--- src/shared/irq_seq_pkg.sv ---
// Purpose : shared constants and types for the interrupt sequencer
// Assumes : single cpu clock, 22-bit program counter, 16-bit stack pointer
// Notes   : vector numbers count from one; vector zero is reset
package irq_seq_pkg;

    // ------------------------------------------------------------------
    // sizes
    // ------------------------------------------------------------------
    localparam int PC_W        = 22;          // program counter width
    localparam int SP_W        = 16;          // stack pointer width
    localparam int NUM_SRC     = 8;           // default number of sources
    localparam int VEC_W       = 5;           // vector number width

    // ------------------------------------------------------------------
    // vector layout
    // ------------------------------------------------------------------
    localparam logic [PC_W-1:0] APP_BASE    = 22'h000000; // lowest flash
    localparam logic [PC_W-1:0] VEC_STRIDE  = 22'h000002; // words per vector
    localparam logic [VEC_W-1:0] RESET_VEC  = 5'h00;      // reset slot

    // ------------------------------------------------------------------
    // timing counts in cpu cycles
    // ------------------------------------------------------------------
    localparam logic [3:0] ENTRY_CYC    = 4'h5;   // entry, pc push
    localparam logic [3:0] WAKE_EXTRA   = 4'h5;   // extra when asleep
    localparam logic [3:0] RETURN_CYC   = 4'h5;   // return, pc pop
    localparam logic [3:0] ONE_CYC      = 4'h1;   // last cycle marker
    localparam logic [SP_W-1:0] PC_BYTES = 16'h0003; // bytes per pc

    // ------------------------------------------------------------------
    // sequencer states, one-hot
    // ------------------------------------------------------------------
    typedef enum logic [3:0] {
        IDLE_ST   = 4'b0001,  // running main code
        ENTRY_ST  = 4'b0010,  // pushing pc, counting entry cycles
        RETURN_ST = 4'b0100,  // popping pc, counting return cycles
        HOLD_ST   = 4'b1000   // one main instruction before next entry
    } seq_state_type;

    // core handshake from the pipeline
    typedef struct packed {
        logic insnBoundary;   // current instruction completes this cycle
        logic disableInstr;   // global_irq_disable_instr executes
        logic enableInstr;    // global enable set instruction executes
        logic returnInstr;    // irq_return_instr executes
        logic sleeping;       // core in sleep mode
    } core_evt_type;

endpackage : irq_seq_pkg

--- src/hdl/irq_prio_pick.sv ---
// Purpose : fixed priority picker, lowest index wins
// Assumes : request vector already gated
// Notes   : purely combinational
`timescale 1ns/10ps
module irq_prio_pick
    import irq_seq_pkg::*;
#(
    parameter int N = NUM_SRC
) (
    input  wire logic [N-1:0]     req,     // gated requests
    output logic                  any,     // some request present
    output logic [N-1:0]          grant    // one-hot winner
);
    // ------------------------------------------------------------------
    // prefix of higher priority requests
    // ------------------------------------------------------------------
    logic [N:0] above;                     // any lower index requesting

    assign above[0] = 1'b0;
    genvar i;
    generate
        for (i = 0; i < N; i++) begin : g_pick
            assign above[i+1] = above[i] | req[i];
            assign grant[i]   = req[i] & ~above[i];  // RULE4 RULE23
        end
    endgenerate
    assign any = above[N];
endmodule : irq_prio_pick

--- src/hdl/irq_flag_bank.sv ---
// Purpose : per-source sticky flags and level requests
// Assumes : flag sources pulse for one cycle per event
// Notes   : set wins over any clear in the same cycle
`timescale 1ns/10ps
module irq_flag_bank
    import irq_seq_pkg::*;
#(
    parameter int N = NUM_SRC
) (
    input  wire logic         clock,      // cpu clock
    input  wire logic         rstSync_b,  // synchronised reset, low
    input  wire logic         clockEn,    // freeze when low
    input  wire logic [N-1:0] isLevel,    // source is level type
    input  wire logic [N-1:0] srcEvent,   // event or level condition
    input  wire logic [N-1:0] swClear,    // write-one-to-clear strobes
    input  wire logic [N-1:0] hwClear,    // vectored source clear
    output logic      [N-1:0] pending     // request per source
);
    logic [N-1:0] flag_q;                 // sticky flags
    logic [N-1:0] flag_d;                 // next flags

    // ------------------------------------------------------------------
    // flag update per source
    // ------------------------------------------------------------------
    genvar i;
    generate
        for (i = 0; i < N; i++) begin : g_flag
            // events always latch, whether enabled or not
            assign flag_d[i] = ~isLevel[i] & (srcEvent[i] |      // RULE11
                (flag_q[i] & ~swClear[i] & ~hwClear[i]));    // RULE9 RULE10
            // level sources request only while present, no memory
            assign pending[i] = isLevel[i] ? srcEvent[i]        // RULE13
                                           : flag_q[i];         // RULE12
        end
    endgenerate

    // flags register
    always_ff @(posedge clock or negedge rstSync_b) begin
        if (!rstSync_b) begin
            flag_q <= '0;
        end else if (clockEn) begin
            flag_q <= flag_d;
        end
    end
endmodule : irq_flag_bank

--- src/hdl/cpu_interrupt_sequencer.sv ---
// Purpose : interrupt acceptance and entry/return sequencing for the cpu
// Assumes : pipeline reports instruction boundaries and special opcodes
// Notes   : stack memory writes are done by the core from pushReq/popReq
//
// Summary of operation
// RULE1: need source enable and global enable
// RULE2: lock bits block interrupts by pc area
// RULE3: reset and vectors at lowest addresses
// RULE4: lower vector address has higher priority
// RULE5: select bit moves vectors to boot
// RULE6: boot fuse moves reset vector to boot
// RULE7: acceptance clears global enable
// RULE8: return instruction sets global enable
// RULE9: vectoring clears the source flag
// RULE10: writing one clears a flag
// RULE11: disabled source still sets its flag
// RULE12: pending flags served later by priority
// RULE13: level requests only while present
// RULE14: one main instruction after return
// RULE15: status register not saved or restored
// RULE16: disable instruction blocks same-cycle interrupts
// RULE17: instruction after enable runs first
// RULE18: entry takes five cycles, pushes pc
// RULE19: multi-cycle instruction finishes before entry
// RULE20: wake from sleep adds five cycles
// RULE21: return five cycles, pop, sp plus three
// RULE22: entry push lowers sp by three
// RULE23: one lowest vector chosen, rest pending
`timescale 1ns/10ps
module cpu_interrupt_sequencer
    import irq_seq_pkg::*;
#(
    parameter int N = NUM_SRC
) (
    input  wire logic            clock,          // cpu clock
    input  wire logic            rst_b,          // async reset, low
    input  wire logic            clockEn,        // freeze when low
    input  wire logic [N-1:0]    srcEvent,       // request lines
    input  wire logic [N-1:0]    isLevel,        // per source type
    input  wire logic [N-1:0]    srcEnable,      // per source enable
    input  wire logic [N-1:0]    flagWrite1,     // write-one-to-clear
    input  wire core_evt_type    coreEvt,        // pipeline events
    input  wire logic            globalEnWr,     // software writes i-bit
    input  wire logic            globalEnVal,    // value written
    input  wire logic            vector_table_select, // vectors in boot
    input  wire logic            reset_vector_boot_fuse, // reset in boot
    input  wire logic            app_area_lock_bit,  // lock on app area
    input  wire logic            boot_area_lock_bit, // lock on boot area
    input  wire logic [PC_W-1:0] bootBase,       // boot section start
    input  wire logic [PC_W-1:0] curPc,          // current pc
    input  wire logic [SP_W-1:0] curSp,          // current stack pointer
    output logic                 globalEn,       // i-bit state
    output logic                 stallCore,      // core held in sequence
    output logic                 pushReq,        // push pc in progress
    output logic                 popReq,         // pop pc in progress
    output logic                 spLoad,         // load newSp this cycle
    output logic [SP_W-1:0]      newSp,          // updated stack pointer
    output logic                 pcLoad,         // load newPc this cycle
    output logic [PC_W-1:0]      newPc,          // vector or reset target
    output logic [N-1:0]         pendingOut      // visible requests
);
    // ------------------------------------------------------------------
    // reset synchroniser
    // ------------------------------------------------------------------
    logic rstMeta_q;                        // first stage, read by second
    logic rstSync_q;                        // released reset for design

    always_ff @(posedge clock or negedge rst_b) begin
        if (!rst_b) begin
            rstMeta_q <= 1'b0;
            rstSync_q <= 1'b0;
        end else begin
            rstMeta_q <= 1'b1;
            rstSync_q <= rstMeta_q;
        end
    end

    // ------------------------------------------------------------------
    // declarations
    // ------------------------------------------------------------------
    seq_state_type   state_q, state_d;     // sequencer state
    logic [3:0]      cnt_q, cnt_d;         // cycles left in phase
    logic            gie_q, gie_d;         // global enable
    logic            seiDelay_q;           // enable instr shadow
    logic [N-1:0]    grant_q;              // latched winner
    logic [N-1:0]    pend;                 // requests from flag bank
    logic [N-1:0]    gated;                // enabled requests
    logic [N-1:0]    grant;                // combinational winner
    logic [N-1:0]    hwClr;                // flag clear on vectoring
    logic            anyReq;               // some enabled request
    logic            pcInBoot;             // pc inside boot section
    logic            lockBlock;            // lock bits forbid interrupts
    logic            accept;               // take interrupt now
    logic            firstPc;              // first cycle after reset
    logic [VEC_W-1:0] vecNum;              // winning vector number
    logic [PC_W-1:0] vecBase;              // table base address
    logic [PC_W-1:0] vecAddr;              // computed vector address
    logic [PC_W-1:0] rstAddr;              // reset vector address
    logic [3:0]      entryLen;             // entry length incl. wake
    logic            lastCyc;              // final counted cycle
    logic            bootDone_q;           // reset vector issued

    logic            globalEn_q, stall_q, push_q, pop_q;
    logic            spLoad_q, pcLoad_q;
    logic [SP_W-1:0] newSp_q;
    logic [PC_W-1:0] newPc_q;
    logic [N-1:0]    pendOut_q;

    // ------------------------------------------------------------------
    // flag storage and priority
    // ------------------------------------------------------------------
    irq_flag_bank #(.N(N)) u_flags (
        .clock     (clock),
        .rstSync_b (rstSync_q),
        .clockEn   (clockEn),
        .isLevel   (isLevel),
        .srcEvent  (srcEvent),
        .swClear   (flagWrite1),
        .hwClear   (hwClr),
        .pending   (pend)
    );

    irq_prio_pick #(.N(N)) u_pick (
        .req   (gated),
        .any   (anyReq),
        .grant (grant)
    );

    // ------------------------------------------------------------------
    // acceptance decode
    // ------------------------------------------------------------------
    // lock bits guard the section the pc is running in
    assign pcInBoot  = (curPc >= bootBase);
    assign lockBlock = pcInBoot ? boot_area_lock_bit
                                : app_area_lock_bit;           // RULE2
    assign gated     = pend & srcEnable;                       // RULE1
    // disable instruction masks in its own cycle; enable waits a slot
    assign accept    = (state_q == IDLE_ST) & gie_q & anyReq   // RULE1
                     & ~lockBlock & ~coreEvt.disableInstr      // RULE16
                     & ~seiDelay_q & ~coreEvt.enableInstr      // RULE17
                     & coreEvt.insnBoundary;                   // RULE19
    // clear only the one chosen flag; others keep waiting
    assign hwClr     = accept ? (grant & ~isLevel) : '0;      // RULE9 RULE23

    // winner index to vector number, vector zero is reset
    always_comb begin
        vecNum = RESET_VEC;
        for (int k = N - 1; k >= 0; k--) begin
            if (grant_q[k]) begin
                vecNum = VEC_W'(k + 1);                        // RULE3
            end
        end
    end

    assign vecBase  = vector_table_select ? bootBase : APP_BASE; // RULE5
    assign vecAddr  = vecBase + PC_W'(vecNum) * VEC_STRIDE;    // RULE3 RULE4
    assign rstAddr  = reset_vector_boot_fuse ? bootBase
                                             : APP_BASE;       // RULE6
    assign entryLen = coreEvt.sleeping ? ENTRY_CYC + WAKE_EXTRA
                                       : ENTRY_CYC;            // RULE20
    assign lastCyc  = (cnt_q == ONE_CYC);
    assign firstPc  = ~bootDone_q;

    // ------------------------------------------------------------------
    // sequencer next state
    // ------------------------------------------------------------------
    // status register is never touched here; software keeps it (RULE15)
    always_comb begin
        state_d = state_q;
        cnt_d   = cnt_q;
        gie_d   = gie_q;
        if (globalEnWr) begin
            gie_d = globalEnVal;           // software write of i-bit
        end
        if (coreEvt.disableInstr) begin
            gie_d = 1'b0;                                      // RULE16
        end
        if (coreEvt.enableInstr) begin
            gie_d = 1'b1;
        end
        case (state_q)
            IDLE_ST: begin
                if (accept) begin
                    state_d = ENTRY_ST;
                    cnt_d   = entryLen;                        // RULE18
                    gie_d   = 1'b0;                            // RULE7
                end else if (coreEvt.returnInstr) begin
                    state_d = RETURN_ST;
                    cnt_d   = RETURN_CYC;                      // RULE21
                end
            end
            ENTRY_ST: begin
                cnt_d = cnt_q - ONE_CYC;
                if (lastCyc) begin
                    state_d = IDLE_ST;     // vector runs next
                end
            end
            RETURN_ST: begin
                cnt_d = cnt_q - ONE_CYC;
                if (lastCyc) begin
                    state_d = HOLD_ST;
                    gie_d   = 1'b1;                            // RULE8
                end
            end
            HOLD_ST: begin
                // wait for one whole main instruction to finish
                if (coreEvt.insnBoundary) begin
                    state_d = IDLE_ST;                         // RULE14
                end
            end
            default: begin
                state_d = IDLE_ST;
            end
        endcase
    end

    // ------------------------------------------------------------------
    // sequencer state registers
    // ------------------------------------------------------------------
    always_ff @(posedge clock or negedge rstSync_q) begin
        if (!rstSync_q) begin
            state_q    <= IDLE_ST;
            cnt_q      <= '0;
            gie_q      <= 1'b0;
            seiDelay_q <= 1'b0;
            grant_q    <= '0;
            bootDone_q <= 1'b0;
        end else if (clockEn) begin
            state_q    <= state_d;
            cnt_q      <= cnt_d;
            gie_q      <= gie_d;
            bootDone_q <= 1'b1;
            // shadow lasts until the following instruction completes
            if (coreEvt.enableInstr) begin
                seiDelay_q <= 1'b1;                            // RULE17
            end else if (coreEvt.insnBoundary) begin
                seiDelay_q <= 1'b0;
            end
            if (accept) begin
                grant_q <= grant;                              // RULE23
            end
        end
    end

    // ------------------------------------------------------------------
    // registered outputs
    // ------------------------------------------------------------------
    // pc load comes the cycle after the last entry cycle, or once after reset
    always_ff @(posedge clock or negedge rstSync_q) begin
        if (!rstSync_q) begin
            globalEn_q <= 1'b0;
            stall_q    <= 1'b0;
            push_q     <= 1'b0;
            pop_q      <= 1'b0;
            spLoad_q   <= 1'b0;
            newSp_q    <= '0;
            pcLoad_q   <= 1'b0;
            newPc_q    <= '0;
            pendOut_q  <= '0;
        end else if (clockEn) begin
            globalEn_q <= gie_d;
            stall_q    <= (state_d == ENTRY_ST) | (state_d == RETURN_ST);
            push_q     <= (state_d == ENTRY_ST);               // RULE18
            pop_q      <= (state_d == RETURN_ST);              // RULE21
            spLoad_q   <= accept | (state_q == RETURN_ST & lastCyc);
            if (accept) begin
                newSp_q <= curSp - PC_BYTES;                   // RULE22
            end else if (state_q == RETURN_ST && lastCyc) begin
                newSp_q <= curSp + PC_BYTES;                   // RULE21
            end
            pcLoad_q   <= firstPc | (state_q == ENTRY_ST & lastCyc);
            if (firstPc) begin
                newPc_q <= rstAddr;                            // RULE6
            end else if (state_q == ENTRY_ST && lastCyc) begin
                newPc_q <= vecAddr;                            // RULE5
            end
            pendOut_q  <= pend;                                // RULE12
        end
    end

    assign globalEn   = globalEn_q;
    assign stallCore  = stall_q;
    assign pushReq    = push_q;
    assign popReq     = pop_q;
    assign spLoad     = spLoad_q;
    assign newSp      = newSp_q;
    assign pcLoad     = pcLoad_q;
    assign newPc      = newPc_q;
    assign pendingOut = pendOut_q;
endmodule : cpu_interrupt_sequencer

--- config.mk ---
export PLATFORM = sky130hd
export DESIGN_NAME = cpu_interrupt_sequencer
export DESIGN_NICKNAME = d
export VERILOG_FILES = /design/src/shared/irq_seq_pkg.sv /design/src/hdl/irq_prio_pick.sv /design/src/hdl/irq_flag_bank.sv /design/src/hdl/cpu_interrupt_sequencer.sv
export SDC_FILE = /design/constraint.sdc
export NUM_CORES = 1
export LEC_CHECK = 0
export ABC_CLOCK_PERIOD_IN_PS = 2800
export BUFFER_PORTS_ARGS = -buffer_cell sky130_fd_sc_hd__buf_4
export CAP_MARGIN = 5
export CORE_MARGIN = 5
export CORE_UTILIZATION = 50
export CTS_CLUSTER_DIAMETER = 60
export DETAILED_ROUTE_END_ITERATION = 8
export GPL_TIMING_DRIVEN = 0
export HOLD_SLACK_MARGIN = 0.06
export PLACE_DENSITY_LB_ADDON = 0.2
export SLEW_MARGIN = 20
export SYNTH_ARGS = -nofsm -noshare
export SYNTH_HDL_FRONTEND = slang
export SYNTH_SLANG_ARGS = --single-unit
--- constraint.sdc ---
create_clock -name clock -period 2.8 [get_ports clock]
set_clock_uncertainty 0.15 [all_clocks]
set_input_delay 0.14 -clock clock [delete_from_list [all_inputs] [get_ports clock]]
set_output_delay 0.14 -clock clock [all_outputs]
set_load 0.1 [all_outputs]
==> reports/metrics.csv <==
metric,value,unit
Clock transition at path regs,0.09,ns
root buffer cell,clkbuf_8,
vias in the first global route,6660,
slew margin rel.,40.6,%
Hold Crit Class,input pin to flip-flop,
clock latency on the worst-skew pair,0.38,ns
fraction of layout cells with a size suffix above 1,41.0,%
post-route cell area,0.00916,mm^2
CTS sink cnt,80,
Overflow after GRT,0,
largest net degree at the start of global routing,49,
f_max,0.246,GHz
crit path kind,input pin to flip-flop,
core area,0.0108,mm^2
yosys warns,0,
PnR Total Power,0.00504,W
Worst R2R End,newSp[15],
Crit-path slowest cell,or4_4,
"FF+latch count, synth",80,
CP Capture Type,flip-flop,
DRT met1 WL,7850,um
async set-or-reset flop fraction in the synthesized netlist,100,%
CP endpoint,newSp[15],
actual slew at the worst max-slew pin,0.880,ns
status,finished with violations,
R2R Path Start,state_q[3],
Required @ worst endpoint,2.96,ns
routed vias,6423,
failing checks,setup timing,
Synth area leader,dfrtp_1,
die span in x,115,um
post-DP HPWL,12900,um
gr usage total,31.2,%
Synth top area share,35.9,%
CP Launch Type,input pin,
final std cells w/o fill,1053,
CTS H-tree depth,3,
Cells after DPL,913,
Vias/cell,6.10,
crit path DAT,4.23,ns
period utilization,145,%
drt drc,0,
clk buf depth,2,
row cnt,38,
layout net count,1058,
GPL Wtd Cong,0.945,
DR WL met3,1850,um
initial antenna violation count,0,
Port Buffers,155,
antenna diode count,0,
Mapped Nets,767,
Mapped Area,0.00551,mm^2
post-synthesis instance total,617,
Initial DRC Count,686,
pre-CTS setup slack,-1.74,ns
R2R Setup Slk,-1.22,ns
Worst setup startpoint,curPc[19],
Netlist cell types,60,
final antenna-violating net count,0,
"Hold Violations, Final",0,
first-pass GRT wire length,32600,um
Die Ht,115,um
Synth area leaders,"dfrtp_1 36%, ha_1 9.5%, o21ai_0 5.6%",
leakage power,4.23,nW
die area,0.0132,mm^2
Top Layer Used,met4,
fin worst setup slack,-1.27,ns
fin crit period,4.07,ns
pwr dens,550,mW/mm^2
min-delay src,reset_vector_boot_fuse,
"Seq/Total Area, Yosys",36.3,%
Boundary Pins,158,
Final Max Tran Viols,0,
worst r2r path cells,14,
"Largest stage delay, worst path",0.56,ns
wire length on met2,11400,um
initial core utilization,50.9,%
Avg Inst Size Synth,8.94,um^2
CTS tree,yes,
routed length per instance,21.3,um
final setup violation count,50,
VDD IR max,0.699,mV
Area Overhead vs Synth,66.1,%
final WL,22500,um
"EDFF count, synth",0,
"Top FF cell, synth",dfrtp_1,
CTS Buf Count,9,
max_cap viols,0,
dpl cell area,0.00713,mm^2
crit-path max FO,3,
worst-path cell chain,buf_4 -> ha_4 -> nand4_1 -> nor4_4 -> a22o_1 -> a31oi_4 -> nand2_2 -> mux2_4 -> or4_4 -> buf_4 -> ha_4 -> a21oi_4 -> o221ai_4 -> a31oi_4 -> o2111ai_2 -> a21oi_2 -> xnor2_2 -> mux2i_1 -> a21o_1,
unrepaired setup endpoints after global routing,true,
drt pass-1 iters,8,
[metrics by stage]
step	setup TNS [ns]	hold slack, ns	utilization (%)
floorplan	-11.20	-0.306	-
global placement	-78.67	-0.227	65.6
detailed placement	-28.76	-0.226	65.8
CTS	-11.54	0.0618	80.8
global route	-25.39	0.0761	84.5
finish	-19.70	0.0582	84.5
[synth_stat cells (4+ instances only)]
cell type and n:
ha_1 42, and2_1 9, dfrtp_1 79, a21o_1 12, mux2i_1 9, nand2b_1 15, nor3_1 6, o41ai_1 4
a22oi_1 5, xnor2_1 14, mux2_4 7, nand3b_1 10, nor4_1 6, nor3b_1 8, nand2_1 68, mux2_2 19
o21a_1 5, nand3_1 19, xor2_1 7, and3_1 8, a31oi_1 8, a21oi_1 39, nor2_1 31, nand4_1 7
clkbuf_1 19, inv_1 44, o21ai_0 62, a32oi_1 7
[layout make-up]
type                    instances  area (um^2)
plain buffers                  19         92.6
well taps                     140          175
multi-input cells             472         4020
inverters                      44          208
repair buffers                282         2480
fillers                       572         1680
flip-flops and latches         80         2010
clock buffers                  11          141
clock inverters                 5         33.8
[how the worst min path moves through the flow]
stage               cells past startpoint    endpoint
floorplan                               0   rstMeta_q
global placement                        1   rstMeta_q
detailed placement                      1   rstMeta_q
CTS                                     5  grant_q[4]
global route                            4    newPc[8]
finish                                  5    newPc[4]
[where the power goes]
| part | internal [W] | switching [W] |
|---|---|---|
| sequential | 0.00136 | 0.000183 |
| combinational | 0.000843 | 0.00183 |
| clock | 0.000345 | 0.000474 |
| total | 0.00255 | 0.00248 |
[layer usage]
metal	vias up	GRT usage, %
met3	143	7.05
met2	433	55.4
met5	-	0
li1	2801	-
met1	3046	35.3
met4	0	14.8
[worst max-delay path: cells and delay by family]
| family | cells | cell delay [ns] |
|---|---|---|
| buffers and inverters | 2 | 0.30 |
| AOI/OAI and AO/OA | 8 | 1.45 |
| and+or+nand+nor | 4 | 1.13 |
| muxes | 2 | 0.56 |
| xor gates and xnor gates | 1 | 0.16 |
| adders and majority gates | 2 | 0.48 |
[state kept, by name, summed over array words and instances, names as in the netlist, 4 cells and up]
register	cells
state_q	4
pendingOut	8
newSp	16
grant_q	8
newPc	22
cnt_q	4
u_flags.flag_q	8
[kinds of logic after synthesis]
group | synth area share (%)
flip-flops | 36.3
buffers and inverters | 4.77
AO/OA/AOI/OAI | 19.1
adder cells (fa/ha/maj) | 10.3
other | 0.0680
multiplexers | 7.42
XOR/XNOR | 3.34
AND/OR/NAND/NOR | 18.7
[placed cells by master, fill, tap and decap left out, types with 11 or more instances in the layout]
cell           synthesis  layout
nand2_1               68      58
nand3_1               19      17
buf_4                  0     185
dlygate4sd3_1          0      69
clkbuf_1              19      16
a21oi_2                0      12
o21ai_1                1      12
a21oi_1               39      21
ha_1                  42      19
xnor2_1               14      12
dfrtp_1               79      78
ha_4                   0      21
nor2_1                31      26
mux2_4                 7      11
nand2b_1              15      15
o21ai_0               62      41
inv_1                 44      32
a21o_1                12      12
mux2_2                19      15
buf_6                  1      17
[what timing repair did]
item                                   CTS  global route
hold buffers                            69             2
cloned                                   1             0
setup endpoints to repair               52            61
buffers inserted                        35            21
gates resized for setup                 99            64
pin swaps                               52            45
endpoints found under the hold margin   50             1
(Power assumes the default switching activity.)
